--- src/dcpt_pkg.sv ---
package dcpt_pkg;
  // Counter width
  localparam int CNT_W = 16;
  // Register byte offsets
  localparam logic [11:0] OFF_CTRL = 12'h000;
  localparam logic [11:0] OFF_PERIOD = 12'h004;
  localparam logic [11:0] OFF_CMP = 12'h008;
  localparam logic [11:0] OFF_COUNT = 12'h00c;
  localparam logic [11:0] OFF_CAPT = 12'h010;
  localparam logic [11:0] OFF_STAT = 12'h014;
  localparam logic [11:0] OFF_MASK = 12'h018;
  localparam logic [11:0] OFF_DEAD = 12'h01c;
  localparam logic [11:0] OFF_CLKDIV = 12'h020;
  // Control register fields
  localparam int CTRL_EN = 0;
  localparam int CTRL_MODE_LO = 1;
  localparam int CTRL_REL_LO = 3;
  localparam int CTRL_CLK_LO = 6;
  localparam int CTRL_TCSEL = 8;
  // Status / mask bit positions
  localparam int ST_TC = 0;
  localparam int ST_CMP = 1;
  localparam int ST_CAP = 2;
  // Reset values
  localparam logic [31:0] CTRL_RST = 32'h0000_0000;
  localparam logic [15:0] PERIOD_RST = 16'hffff;
  localparam logic [15:0] CMP_RST = 16'h0000;
  localparam logic [7:0] DEAD_RST = 8'h00;
  localparam logic [15:0] CLKDIV_RST = 16'h0000;
  // Counting modes
  typedef enum logic [1:0] {
    MODE_FREE,
    MODE_ONESHOT,
    MODE_GATED,
    MODE_RSVD
  } dcpt_mode_e;
  // Compare relations
  typedef enum logic [2:0] {
    cmp_less,
    cmp_less_or_equal,
    cmp_equal,
    cmp_greater_or_equal,
    cmp_greater
  } dcpt_rel_e;
  // Count clock sources
  typedef enum logic [1:0] {
    CLK_BUS,
    CLK_DIV,
    CLK_EXT
  } dcpt_clk_e;
endpackage

--- src/dcpt_timer.sv ---
// Behaviour
// - Sixteen-bit counter, decrement only
// - Compare output follows selected relation
// - Reload period on start, reset, expiry
// - Interrupt from expiry, compare, capture selectable
// - Free run, one-shot or enable-gated
// - One-shot stops after one period
// - Gated mode counts only while enabled
// - Compare, expiry/complement and interrupt outputs
// - Kill forces compare outputs inactive
// - True and complement PWM with deadband
// - Capture stores full counter value
// - Count clock source selectable
`timescale 1ns/100ps
module dcpt_timer
  import dcpt_pkg::*;
#(
  parameter int DEAD_W = 8,
  parameter int DIV_W = 16
) (
  input wire logic pclk, // Bus clock
  input wire logic presetn, // Async reset, active low
  input wire logic psel, // APB select
  input wire logic penable, // APB enable
  input wire logic pwrite, // APB direction
  input wire logic [11:0] paddr, // APB byte address
  input wire logic [31:0] pwdata, // APB write data
  output logic [31:0] prdata, // APB read data
  output logic pready, // APB ready
  output logic pslverr, // APB error
  input wire logic ext_clk, // External count clock
  input wire logic tmr_enable, // Count enable input
  input wire logic tmr_reset, // Period reload request
  input wire logic tmr_capture, // Capture request
  input wire logic tmr_kill, // Output kill
  output logic cmp_out, // Compare output
  output logic count_expired_flag, // Expiry or complement
  output logic irq // Interrupt request
);
  import dcpt_pkg::*;

  initial begin
    if (DEAD_W < 1 || DEAD_W > 16 || DIV_W < 1 || DIV_W > 16) begin
      $error("dcpt_timer: unsupported parameter value");
    end
  end

  logic [31:0] ctrl_r;
  logic [CNT_W-1:0] period_r;
  logic [CNT_W-1:0] cmpval_r;
  logic [CNT_W-1:0] count_r;
  logic [CNT_W-1:0] capt_r;
  logic [2:0] stat_r;
  logic [2:0] mask_r;
  logic [DEAD_W-1:0] dead_r;
  logic [DIV_W-1:0] clkdiv_r;
  logic [DIV_W-1:0] divcnt_r;
  logic div_tick_r;
  logic ext_prev_r;
  logic running_r;
  logic en_prev_r;
  logic cap_prev_r;
  logic rst_prev_r;
  logic tc_r;
  logic cmp_raw;
  logic tick;
  logic [3:0] sync_q;
  logic ext_s;
  logic en_s;
  logic rst_s;
  logic cap_s;
  logic kill_s;
  logic start;
  logic rst_evt;
  logic cap_evt;
  logic cmp_rise;
  logic tc_evt;
  logic cnt_en;
  logic pwm_t;
  logic pwm_c;
  logic wr;
  logic rd;
  logic [31:0] rdata;
  logic addr_ok;
  dcpt_mode_e mode;
  dcpt_rel_e rel;
  dcpt_clk_e csel;
  logic cmp_r;
  logic db_t_out;

  assign mode = dcpt_mode_e'(ctrl_r[CTRL_MODE_LO +: 2]);
  assign rel = dcpt_rel_e'(ctrl_r[CTRL_REL_LO +: 3]);
  assign csel = dcpt_clk_e'(ctrl_r[CTRL_CLK_LO +: 2]);

  // Routed inputs are asynchronous to pclk
  dcpt_sync #(.W(5)) u_sync (
    .pclk(pclk),
    .presetn(presetn),
    .d({tmr_kill, tmr_capture, tmr_reset, tmr_enable, ext_clk}),
    .q({kill_s, sync_q})
  );
  assign {cap_s, rst_s, en_s, ext_s} = sync_q;

  // Divider for the slower internal count source
  always_ff @(posedge pclk or negedge presetn) begin
    if (!presetn) begin
      divcnt_r <= '0;
      div_tick_r <= 1'b0;
    end else if (divcnt_r >= clkdiv_r) begin
      divcnt_r <= '0;
      div_tick_r <= 1'b1;
    end else begin
      divcnt_r <= divcnt_r + 1'b1;
      div_tick_r <= 1'b0;
    end
  end

  // Edge history for routed ext, reload and capture inputs and the enable bit
  always_ff @(posedge pclk or negedge presetn) begin
    if (!presetn) begin
      ext_prev_r <= 1'b0;
      rst_prev_r <= 1'b0;
      cap_prev_r <= 1'b0;
      en_prev_r <= 1'b0;
    end else begin
      ext_prev_r <= ext_s;
      rst_prev_r <= rst_s;
      cap_prev_r <= cap_s;
      en_prev_r <= ctrl_r[CTRL_EN];
    end
  end

  always_comb begin
    case (csel)
      CLK_BUS: tick = 1'b1;
      CLK_DIV: tick = div_tick_r;
      CLK_EXT: tick = ext_s & ~ext_prev_r;
      default: tick = 1'b0;
    endcase
  end

  // Reload and capture on rising edges of routed inputs
  assign rst_evt = rst_s & ~rst_prev_r;
  assign cap_evt = cap_s & ~cap_prev_r;
  assign start = ctrl_r[CTRL_EN] & ~en_prev_r;
  assign cnt_en = running_r & tick & ctrl_r[CTRL_EN] &
                  ((mode != MODE_GATED) | en_s);
  assign tc_evt = cnt_en & (count_r == '0);

  always_ff @(posedge pclk or negedge presetn) begin
    if (!presetn) begin
      count_r <= PERIOD_RST;
    end else if (start || rst_evt) begin
      count_r <= period_r;
    end else if (tc_evt) begin
      count_r <= period_r;
    end else if (cnt_en) begin
      count_r <= count_r - 1'b1;
    end
  end

  // One-shot stops at end of period
  always_ff @(posedge pclk or negedge presetn) begin
    if (!presetn) begin
      running_r <= 1'b0;
    end else if (!ctrl_r[CTRL_EN]) begin
      running_r <= 1'b0;
    end else if (start || rst_evt) begin
      running_r <= 1'b1;
    end else if (tc_evt && mode == MODE_ONESHOT) begin
      running_r <= 1'b0;
    end
  end

  // Expiry level lasts one count clock at zero
  always_ff @(posedge pclk or negedge presetn) begin
    if (!presetn) begin
      tc_r <= 1'b0;
    end else if (tick || !running_r) begin
      tc_r <= tc_evt;
    end
  end

  always_comb begin
    case (rel)
      cmp_less: cmp_raw = count_r < cmpval_r;
      cmp_less_or_equal: cmp_raw = count_r <= cmpval_r;
      cmp_equal: cmp_raw = count_r == cmpval_r;
      cmp_greater_or_equal: cmp_raw = count_r >= cmpval_r;
      cmp_greater: cmp_raw = count_r > cmpval_r;
      default: cmp_raw = 1'b0;
    endcase
  end

  assign pwm_t = cmp_raw & ~kill_s;
  assign pwm_c = ~cmp_raw & ~kill_s;

  // Rising edges of both outputs delayed
  dcpt_deadband #(.DW(DEAD_W)) u_db_t (
    .pclk(pclk),
    .presetn(presetn),
    .tick(tick),
    .dead(dead_r),
    .in(pwm_t),
    .out(db_t_out)
  );
  logic comp_out;
  dcpt_deadband #(.DW(DEAD_W)) u_db_c (
    .pclk(pclk),
    .presetn(presetn),
    .tick(tick),
    .dead(dead_r),
    .in(pwm_c),
    .out(comp_out)
  );

  // Both outputs retimed alike so the deadband gap stays even
  always_ff @(posedge pclk or negedge presetn) begin
    if (!presetn) begin
      cmp_out <= 1'b0;
      count_expired_flag <= 1'b0;
    end else begin
      cmp_out <= db_t_out;
      count_expired_flag <= ctrl_r[CTRL_TCSEL] ? comp_out : tc_r;
    end
  end

  always_ff @(posedge pclk or negedge presetn) begin
    if (!presetn) begin
      capt_r <= '0;
    end else if (cap_evt) begin
      capt_r <= count_r;
    end
  end

  // APB decode; zero wait states
  assign wr = psel & penable & pwrite;
  assign rd = psel & ~pwrite;
  always_comb begin
    addr_ok = 1'b1;
    case (paddr)
      OFF_CTRL: rdata = ctrl_r;
      OFF_PERIOD: rdata = {16'h0000, period_r};
      OFF_CMP: rdata = {16'h0000, cmpval_r};
      OFF_COUNT: rdata = {16'h0000, count_r};
      OFF_CAPT: rdata = {16'h0000, capt_r};
      OFF_STAT: rdata = {29'h0, stat_r};
      OFF_MASK: rdata = {29'h0, mask_r};
      OFF_DEAD: rdata = {{(32-DEAD_W){1'b0}}, dead_r};
      OFF_CLKDIV: rdata = {{(32-DIV_W){1'b0}}, clkdiv_r};
      default: begin
        rdata = 32'h0000_0000;
        addr_ok = 1'b0;
      end
    endcase
  end

  // Read data registered in setup so outputs come from flops
  always_ff @(posedge pclk or negedge presetn) begin
    if (!presetn) begin
      prdata <= '0;
      pready <= 1'b0;
      pslverr <= 1'b0;
    end else begin
      prdata <= rd ? rdata : 32'h0000_0000;
      pready <= psel & ~penable;
      pslverr <= psel & ~penable & ~addr_ok;
    end
  end

  // Software-written configuration
  always_ff @(posedge pclk or negedge presetn) begin
    if (!presetn) begin
      ctrl_r <= CTRL_RST;
      period_r <= PERIOD_RST;
      cmpval_r <= CMP_RST;
      mask_r <= 3'h0;
      dead_r <= DEAD_W'(DEAD_RST);
      clkdiv_r <= DIV_W'(CLKDIV_RST);
    end else if (wr) begin
      case (paddr)
        OFF_CTRL: ctrl_r <= {23'h0, pwdata[8:0]};
        OFF_PERIOD: period_r <= pwdata[15:0];
        OFF_CMP: cmpval_r <= pwdata[15:0];
        OFF_MASK: mask_r <= pwdata[2:0];
        OFF_DEAD: dead_r <= pwdata[DEAD_W-1:0];
        OFF_CLKDIV: clkdiv_r <= pwdata[DIV_W-1:0];
        default: ;
      endcase
    end
  end

  // Sticky events; a set wins over a write-one clear
  assign cmp_rise = pwm_t & ~cmp_r;
  always_ff @(posedge pclk or negedge presetn) begin
    if (!presetn) begin
      cmp_r <= 1'b0;
      stat_r <= 3'h0;
    end else begin
      cmp_r <= pwm_t;
      stat_r <= (stat_r & ~((wr && paddr == OFF_STAT) ? pwdata[2:0] : 3'h0))
                | {cap_evt, cmp_rise, tc_evt};
    end
  end

  always_ff @(posedge pclk or negedge presetn) begin
    if (!presetn) begin
      irq <= 1'b0;
    end else begin
      irq <= |(stat_r & mask_r);
    end
  end
endmodule

--- src/dcpt_sync.sv ---
`timescale 1ns/100ps
module dcpt_sync #(
  parameter int W = 1
) (
  input wire logic pclk, // Clock
  input wire logic presetn, // Async reset, active low
  input wire logic [W-1:0] d, // Asynchronous inputs
  output logic [W-1:0] q // Synchronised outputs
);
  logic [W-1:0] meta_r;
  // Two-stage synchroniser; first stage feeds only the second
  always_ff @(posedge pclk or negedge presetn) begin
    if (!presetn) begin
      meta_r <= '0;
      q <= '0;
    end else begin
      meta_r <= d;
      q <= meta_r;
    end
  end
endmodule

--- src/dcpt_deadband.sv ---
`timescale 1ns/100ps
module dcpt_deadband #(
  parameter int DW = 8
) (
  input wire logic pclk, // Clock
  input wire logic presetn, // Async reset, active low
  input wire logic tick, // Count clock enable
  input wire logic [DW-1:0] dead, // Deadband in count clocks
  input wire logic in, // Raw drive level
  output logic out // Drive with delayed rise
);
  logic [DW-1:0] cnt_r;
  // Falling edges pass at once, rising edges wait out the deadband
  always_ff @(posedge pclk or negedge presetn) begin
    if (!presetn) begin
      cnt_r <= '0;
      out <= 1'b0;
    end else if (!in) begin
      cnt_r <= '0;
      out <= 1'b0;
    end else if (!out && tick) begin
      if (cnt_r >= dead) begin
        out <= 1'b1;
      end else begin
        cnt_r <= cnt_r + 1'b1;
      end
    end
  end
endmodule

--- config.mk ---
export PLATFORM = sky130hd
export DESIGN_NAME = dcpt_timer
export DESIGN_NICKNAME = d
export VERILOG_FILES = /design/src/dcpt_pkg.sv /design/src/dcpt_timer.sv /design/src/dcpt_sync.sv /design/src/dcpt_deadband.sv
export SDC_FILE = /design/constraint.sdc
export NUM_CORES = 1
export LEC_CHECK = 0
export BUFFER_PORTS_ARGS = -buffer_cell sky130_fd_sc_hd__buf_2
export CAP_MARGIN = 20
export CELL_PAD_IN_SITES_DETAIL_PLACEMENT = 0
export CELL_PAD_IN_SITES_GLOBAL_PLACEMENT = 2
export CORE_ASPECT_RATIO = 1.25
export CORE_MARGIN = 10
export CORE_UTILIZATION = 30
export CTS_BUF_LIST = sky130_fd_sc_hd__clkbuf_4
export CTS_CLUSTER_SIZE = 25
export DETAILED_ROUTE_END_ITERATION = 8
export PLACE_DENSITY = 0.71
export SYNTH_ARGS = -nofsm -noshare
export SYNTH_HDL_FRONTEND = slang
export SYNTH_SLANG_ARGS = --single-unit
--- constraint.sdc ---
create_clock -name pclk -period 2.4 [get_ports pclk]
set_clock_uncertainty 0.1 [all_clocks]
set_input_delay 0.48 -clock pclk [delete_from_list [all_inputs] [get_ports pclk]]
set_output_delay 0.48 -clock pclk [all_outputs]
set_load 0.005 [all_outputs]
## Word level (Yosys, flattened, before mapping)

Index checks and enable logic that the tools add are counted.

| storage, ports and cells | value |
|---|---|
| bits in registers | 192 |
| bits in latches | 0 |
| memory bits (writable) | 0 |
| memory bits (read-only) | 0 |
| output and inout port bits | 37 |
| word-level logic and storage cells | 149 |
| memories kept | 0 |

| operators by class | value |
|---|---|
| $add $sub $neg | 4 |
| multiply operators | 0 |
| div/mod/pow operators | 0 |
| magnitude comparators | 7 |
| equality and inequality tests | 24 |
| shift-type cells | 0 |
| muxes and demuxes | 27 |
| bitwise operators | 31 |
| reduce and logical (&&, ||, !) cells | 26 |

Operators by type and width:

| operator | number |
|---|---|
| 16-bit one-hot mux with 9 select lines | 1 |
| 16-bit two-way mux | 4 |
| 12-bit by 5-bit equality test with 1-bit output (second input constant) | 4 |
| 8-bit two-way mux | 6 |
| 16-bit greater-or-equal comparator | 2 |
| 32-bit two-way mux | 1 |
| 12-bit by 4-bit equality test with 1-bit output (second input constant) | 2 |
| 2-bit AND reduction | 10 |
| 16-bit by 1-bit adder with 16-bit output (second input constant) | 1 |
| 8-bit by 1-bit adder with 8-bit output (second input constant) | 2 |
| 1-bit bitwise AND | 16 |
| 16-bit equality test | 1 |
| 8-bit greater-or-equal comparator | 2 |
| 16-bit greater-than comparator | 1 |
| 16-bit less-or-equal comparator | 1 |
| 16-bit zero test | 1 |
| 16-bit less-than comparator | 1 |
| 16-bit by 1-bit subtractor with 16-bit output (second input constant) | 1 |
| 12-bit by 3-bit equality test with 1-bit output (second input constant) | 1 |
| 12-bit by 6-bit equality test with 1-bit output (second input constant) | 1 |
| 12-bit zero test | 1 |
| 1-bit two-way mux | 12 |
| 2-bit != test (second input constant) | 5 |
| 1-bit inverter | 10 |
| 22 further kinds | 32 |

## Longest topological paths before layout

| logic depth | value |
|---|---|
| word-level depth | 11 |
| mapped depth | 10 |

## Cells and area by module

A second synthesis with hierarchy kept.

| unflattened totals | value |
|---|---|
| cells, all modules | 876 |
| area, all modules | 9,377.7 µm² |

By module, submodules not included:

| module | times used | cells an instance | area an instance (µm²) |
|---|---|---|---|
| dcpt_timer | 1 | 718 | 7,781.2 |
| dcpt_deadband | 2 | 74 | 673.1 |
| dcpt_sync | 1 | 10 | 250.2 |

## Least setup slack after synthesis

OpenSTA, ideal clock, no wires.

| timing path | value |
|---|---|
| kind | input -> register |
| start point | in paddr[9] |
| end point | reg dead_r[0] |
| library setup time | 127 ps |
| data arrival time | 2,369 ps |
| setup slack | -197 ps |
| cell stages on the path | 7 |
| path buffers | 2 |
| cell sequence | or4_4 -> or2_1 -> buf_6 -> nor4_4 -> and2_1 -> buf_6 -> mux2_1 |

| on the way | value |
|---|---|
| cells in the longest elaborated chain, start to end | 2 |

RTL lines:

| what | line | RTL |
|---|---|---|
| from (decl) | dcpt_timer.sv:26 | `input wire logic [11:0] paddr,` |
| 12-bit by 5-bit equality test with 1-bit output | dcpt_timer.sv:281 | `case (paddr)` |
| 2-bit AND reduction (no line) | n/a |  |
| to (signal assigned) | dcpt_timer.sv:278 | `dead_r <= DEAD_W'(DEAD_RST);` |
| to (signal assigned) | dcpt_timer.sv:286 | `OFF_DEAD: dead_r <= pwdata[DEAD_W-1:0];` |
| to (decl) | dcpt_timer.sv:55 | `logic [DEAD_W-1:0] dead_r;` |

No other way between the ends.
A chain may end at the register's enable or synchronous reset.

## Worst setup path after layout

| timing path | value |
|---|---|
| start point | reg dead_r[4] |
| end point | reg u_db_c.cnt_r[3] |

| on the way | value |
|---|---|
| cells in the longest elaborated chain, start to end | 3 |

RTL lines:

| what | line | RTL |
|---|---|---|
| 8-bit greater-or-equal comparator | dcpt_deadband.sv:22 | `if (cnt_r >= dead) begin` |
| 2-bit != test (no line) | n/a |  |
| 2-bit AND reduction (no line) | n/a |  |
| to (signal assigned) | dcpt_deadband.sv:25 | `cnt_r <= cnt_r + 1'b1;` |
| to (decl) | dcpt_deadband.sv:12 | `logic [DW-1:0] cnt_r;` |

No other way between the ends.

==> run summary <==
Post-DP Area: 10900 um^2
Synth Area per Inst: 10.3 um^2
Crit Path Max Fanout: 5
Final Power: 6.49 mW
clk buf depth: 2
top_reg_cell synth: dfrtp_1
Skew-Pair Late Insertion Delay: 640 ps
worst endpoint data arrival time: 2980 ps
minimum clock period after layout: 2520 ps
Post-Route WL: 27600 um
commonest non-fill, non-tap cells in the layout: 144 x dfrtp_1, 105 x buf_4, 85 x nand2_1, 61 x nor2_1
Port Buf Inserts: 58
Sw Share: 31.4%
Final ANT Viol Nets: 0
Die Area: 38500 um^2
failing checks: negative setup slack
RSZ-0062 raised after global routing: true
max-cap violations: 0
Final Cell Area: 12000 um^2
aggregate global routing overflow: 0
mapped cell area: 9310 um^2
async set or reset register ratio after synthesis: 100%
sequential area share after synthesis: 47.7%
crit end category: flip-flop
synthesized instance count: 901
WHS: 114 ps
vias in the first global route: 7644
layout cells sized above 1: 32.9%
Wirelength per Cell: 18.2 um
VDD IR max: 0.000227 V
CTS Sinks: 176
H-tree depth: 4
fin worst setup slack: -124 ps
drt pass-1 iters: 5
final setup fails: 16
Die Width: 178 um
Initial Util: 30.2%
via/cell ratio: 4.86
Ys Warns: 0
clock-pin slew on the worst setup and hold paths: 160 ps
Yosys reg bits: 176
DPL Wire Length: 20400 um
number of I/O pins: 91
worst slew pin tran: 561 ps
die height: 217 um
routability cong.: 0.853
HP Class: primary input to flip-flop
CTS tree: yes
TritonCTS buffer count: 17
status: complete, but fails checks
Residual DRC: 0
Vias: 7373
Startpoint Class: flip-flop
slew margin rel.: 62.6%
final-report hold violation count: 0
EDFF count, synth: 0
Clk network pwr share: 26.5%
commonest non-fill, non-tap cell in the layout: dfrtp_1
Fmax achieved: 396 MHz
largest net degree at the start of global routing: 63
Final #Nets: 1201
P_sw: 2.04 mW
Combinational Power Share: 22.7%
first-pass GRT wire length: 43600 um
initial antenna violation count: 2
Final Cycle Share: 105%
Setup Crit Path Kind: flip-flop to flip-flop
post-synth cell types: 68
Worst EP required: 2850 ps
Pleak: 5.54 nW
P per Cell Area: 542 nW/um^2
row cnt: 72
clock root cell: clkbuf_4
Internal: 4.45 mW
sequential share of power: 50.9%
CORE AREA: 30800 um^2
starting DRC count in detailed routing: 396
Layout area overhead: 28.6%
max-slew violations: 0
global-route usage over all layers: 14.6%
==> critical path, stage by stage (launching register included) <==
cell       delay (ps)
dfrtp_1           430
inv_2              80
buf_6              90
ha_4              180
a21o_1            170
a2111oi_4         280
o21a_1            280
o21ai_4           100
buf_6             140
or3_4             360
a211oi_2          220
==> path summary, 6_finish.rpt <==
kind                                                  from                           to  slack (ps)  depth (start not counted)
worst max-delay path                 dead_r[4]$_DFFE_PN0P_  u_db_c.cnt_r[3]$_DFFE_PN0P_        -120                         10
worst min-delay path                              paddr[5]            pslverr$_DFF_PN0_         110                          3
worst max register to register       dead_r[4]$_DFFE_PN0P_  u_db_c.cnt_r[3]$_DFFE_PN0P_        -120                         10
worst min register to register  u_sync.meta_r[2]$_DFF_PN0_        u_sync.q[2]$_DFF_PN0_         260                          0
max in group asynchronous                          presetn      period_r[1]$_DFFE_PN1P_        1190                          3
min in group asynchronous                          presetn   u_sync.meta_r[4]$_DFF_PN0_         260                          2
==> kinds of logic after synthesis <==
logic type | after synthesis | share of synthesized area [%]
compound gates | 193 | 13.4
xor+xnor | 23 | 2.16
fa+ha+maj | 52 | 6.99
buf+inv | 110 | 5.79
flops | 176 | 47.7
mux | 80 | 9.56
other cells | 1 | 0.0403
simple gates | 266 | 14.4
==> routing by layer <==
layer / global-route usage (%) / share of wire (%)
met1: 18.2 / 44
met2: 25.2 / 51
met3: 2.29 / 2.9
met4: 4.29 / 1.7
met5: 0 / 0
==> state kept, by name (all words and copies together) (netlist names), 9 cells and up <==
register,cells
capt_r,16
clkdiv_r,16
cmpval_r,16
count_r,16
ctrl_r,9
divcnt_r,16
period_r,16
prdata,16
==> power groups by stage <==
stage | registers (mW) | logic, mW | clock network, mW
after floorplan | 3.37 | 0.654 | 0
after global placement | 3.35 | 1.23 | 0
after detailed placement | 3.35 | 1.24 | 0
after CTS | 3.30 | 1.35 | 1.82
after global routing | 3.32 | 1.64 | 1.92
final | 3.30 | 1.47 | 1.72
==> cell type report <==
cell class,instances,area [um^2]
clock inverter,15,143
sequential,176,4440
antenna,2,5.00
multi-input combinational,630,4810
timing repair buffer,210,1710
clock buffer,17,128
fill,3108,18800
tap,407,509
inverter,60,228
==> synth_stat cells, types with 3 or more instances <==
library cell,n,area [um^2]
o31ai_1,5,37.5
nand3_1,29,145
o311ai_0,5,43.8
a31oi_1,5,31.3
clkbuf_1,20,75.1
or4_1,7,52.6
a211oi_1,8,60.1
mux2_4,8,120
ha_1,52,651
nor3_1,16,80.1
o21ai_2,3,26.3
buf_1,3,11.3
buf_4,18,135
o21ai_0,60,300
and3_1,9,56.3
mux2_2,39,439
nand4_1,8,50.1
nor4_1,3,18.8
o21a_1,5,37.5
nand2b_1,9,56.3
a21oi_1,39,195
inv_1,60,225
nor2b_1,7,43.8
a221oi_1,13,114
dfstp_2,32,841
o211ai_1,9,67.6
a2111oi_0,6,52.6
xor2_1,9,78.8
mux2i_1,32,320
a21o_1,10,75.1
xnor2_1,14,123
nor2_1,62,233
a22oi_1,8,60.1
nand2_1,88,330
or3_1,7,43.8
buf_6,6,67.6
dfrtp_1,144,3600
==> per-stage QoR <==
| stage | std cells | setup TNS [ps] | setup slack [ps] | utilization (%) |
|---|---|---|---|---|
| 4_1_cts | 1503 | -920 | -145 | 37.7 |
| 6_report | 1517 | -1160 | -124 | 38.9 |
| 3_5_place_dp | 1439 | -10990 | -290 | 35.3 |
| 3_3_place_gp | 1439 | -10220 | -205 | 35.3 |
| 2_1_floorplan | 916 | -2590 | -196 | - |
| 5_1_grt | 1517 | -3760 | -225 | 38.9 |
==> what timing repair did <==
item	in CTS	in global routing
resized for setup	32	49
pin swaps	18	24
hold endpoints to repair	95	0
endpoints found under the setup margin	31	33
cloned	2	1
hold buffers	24	0
setup buffers	7	11
Power figures use the tool's default switching activity.
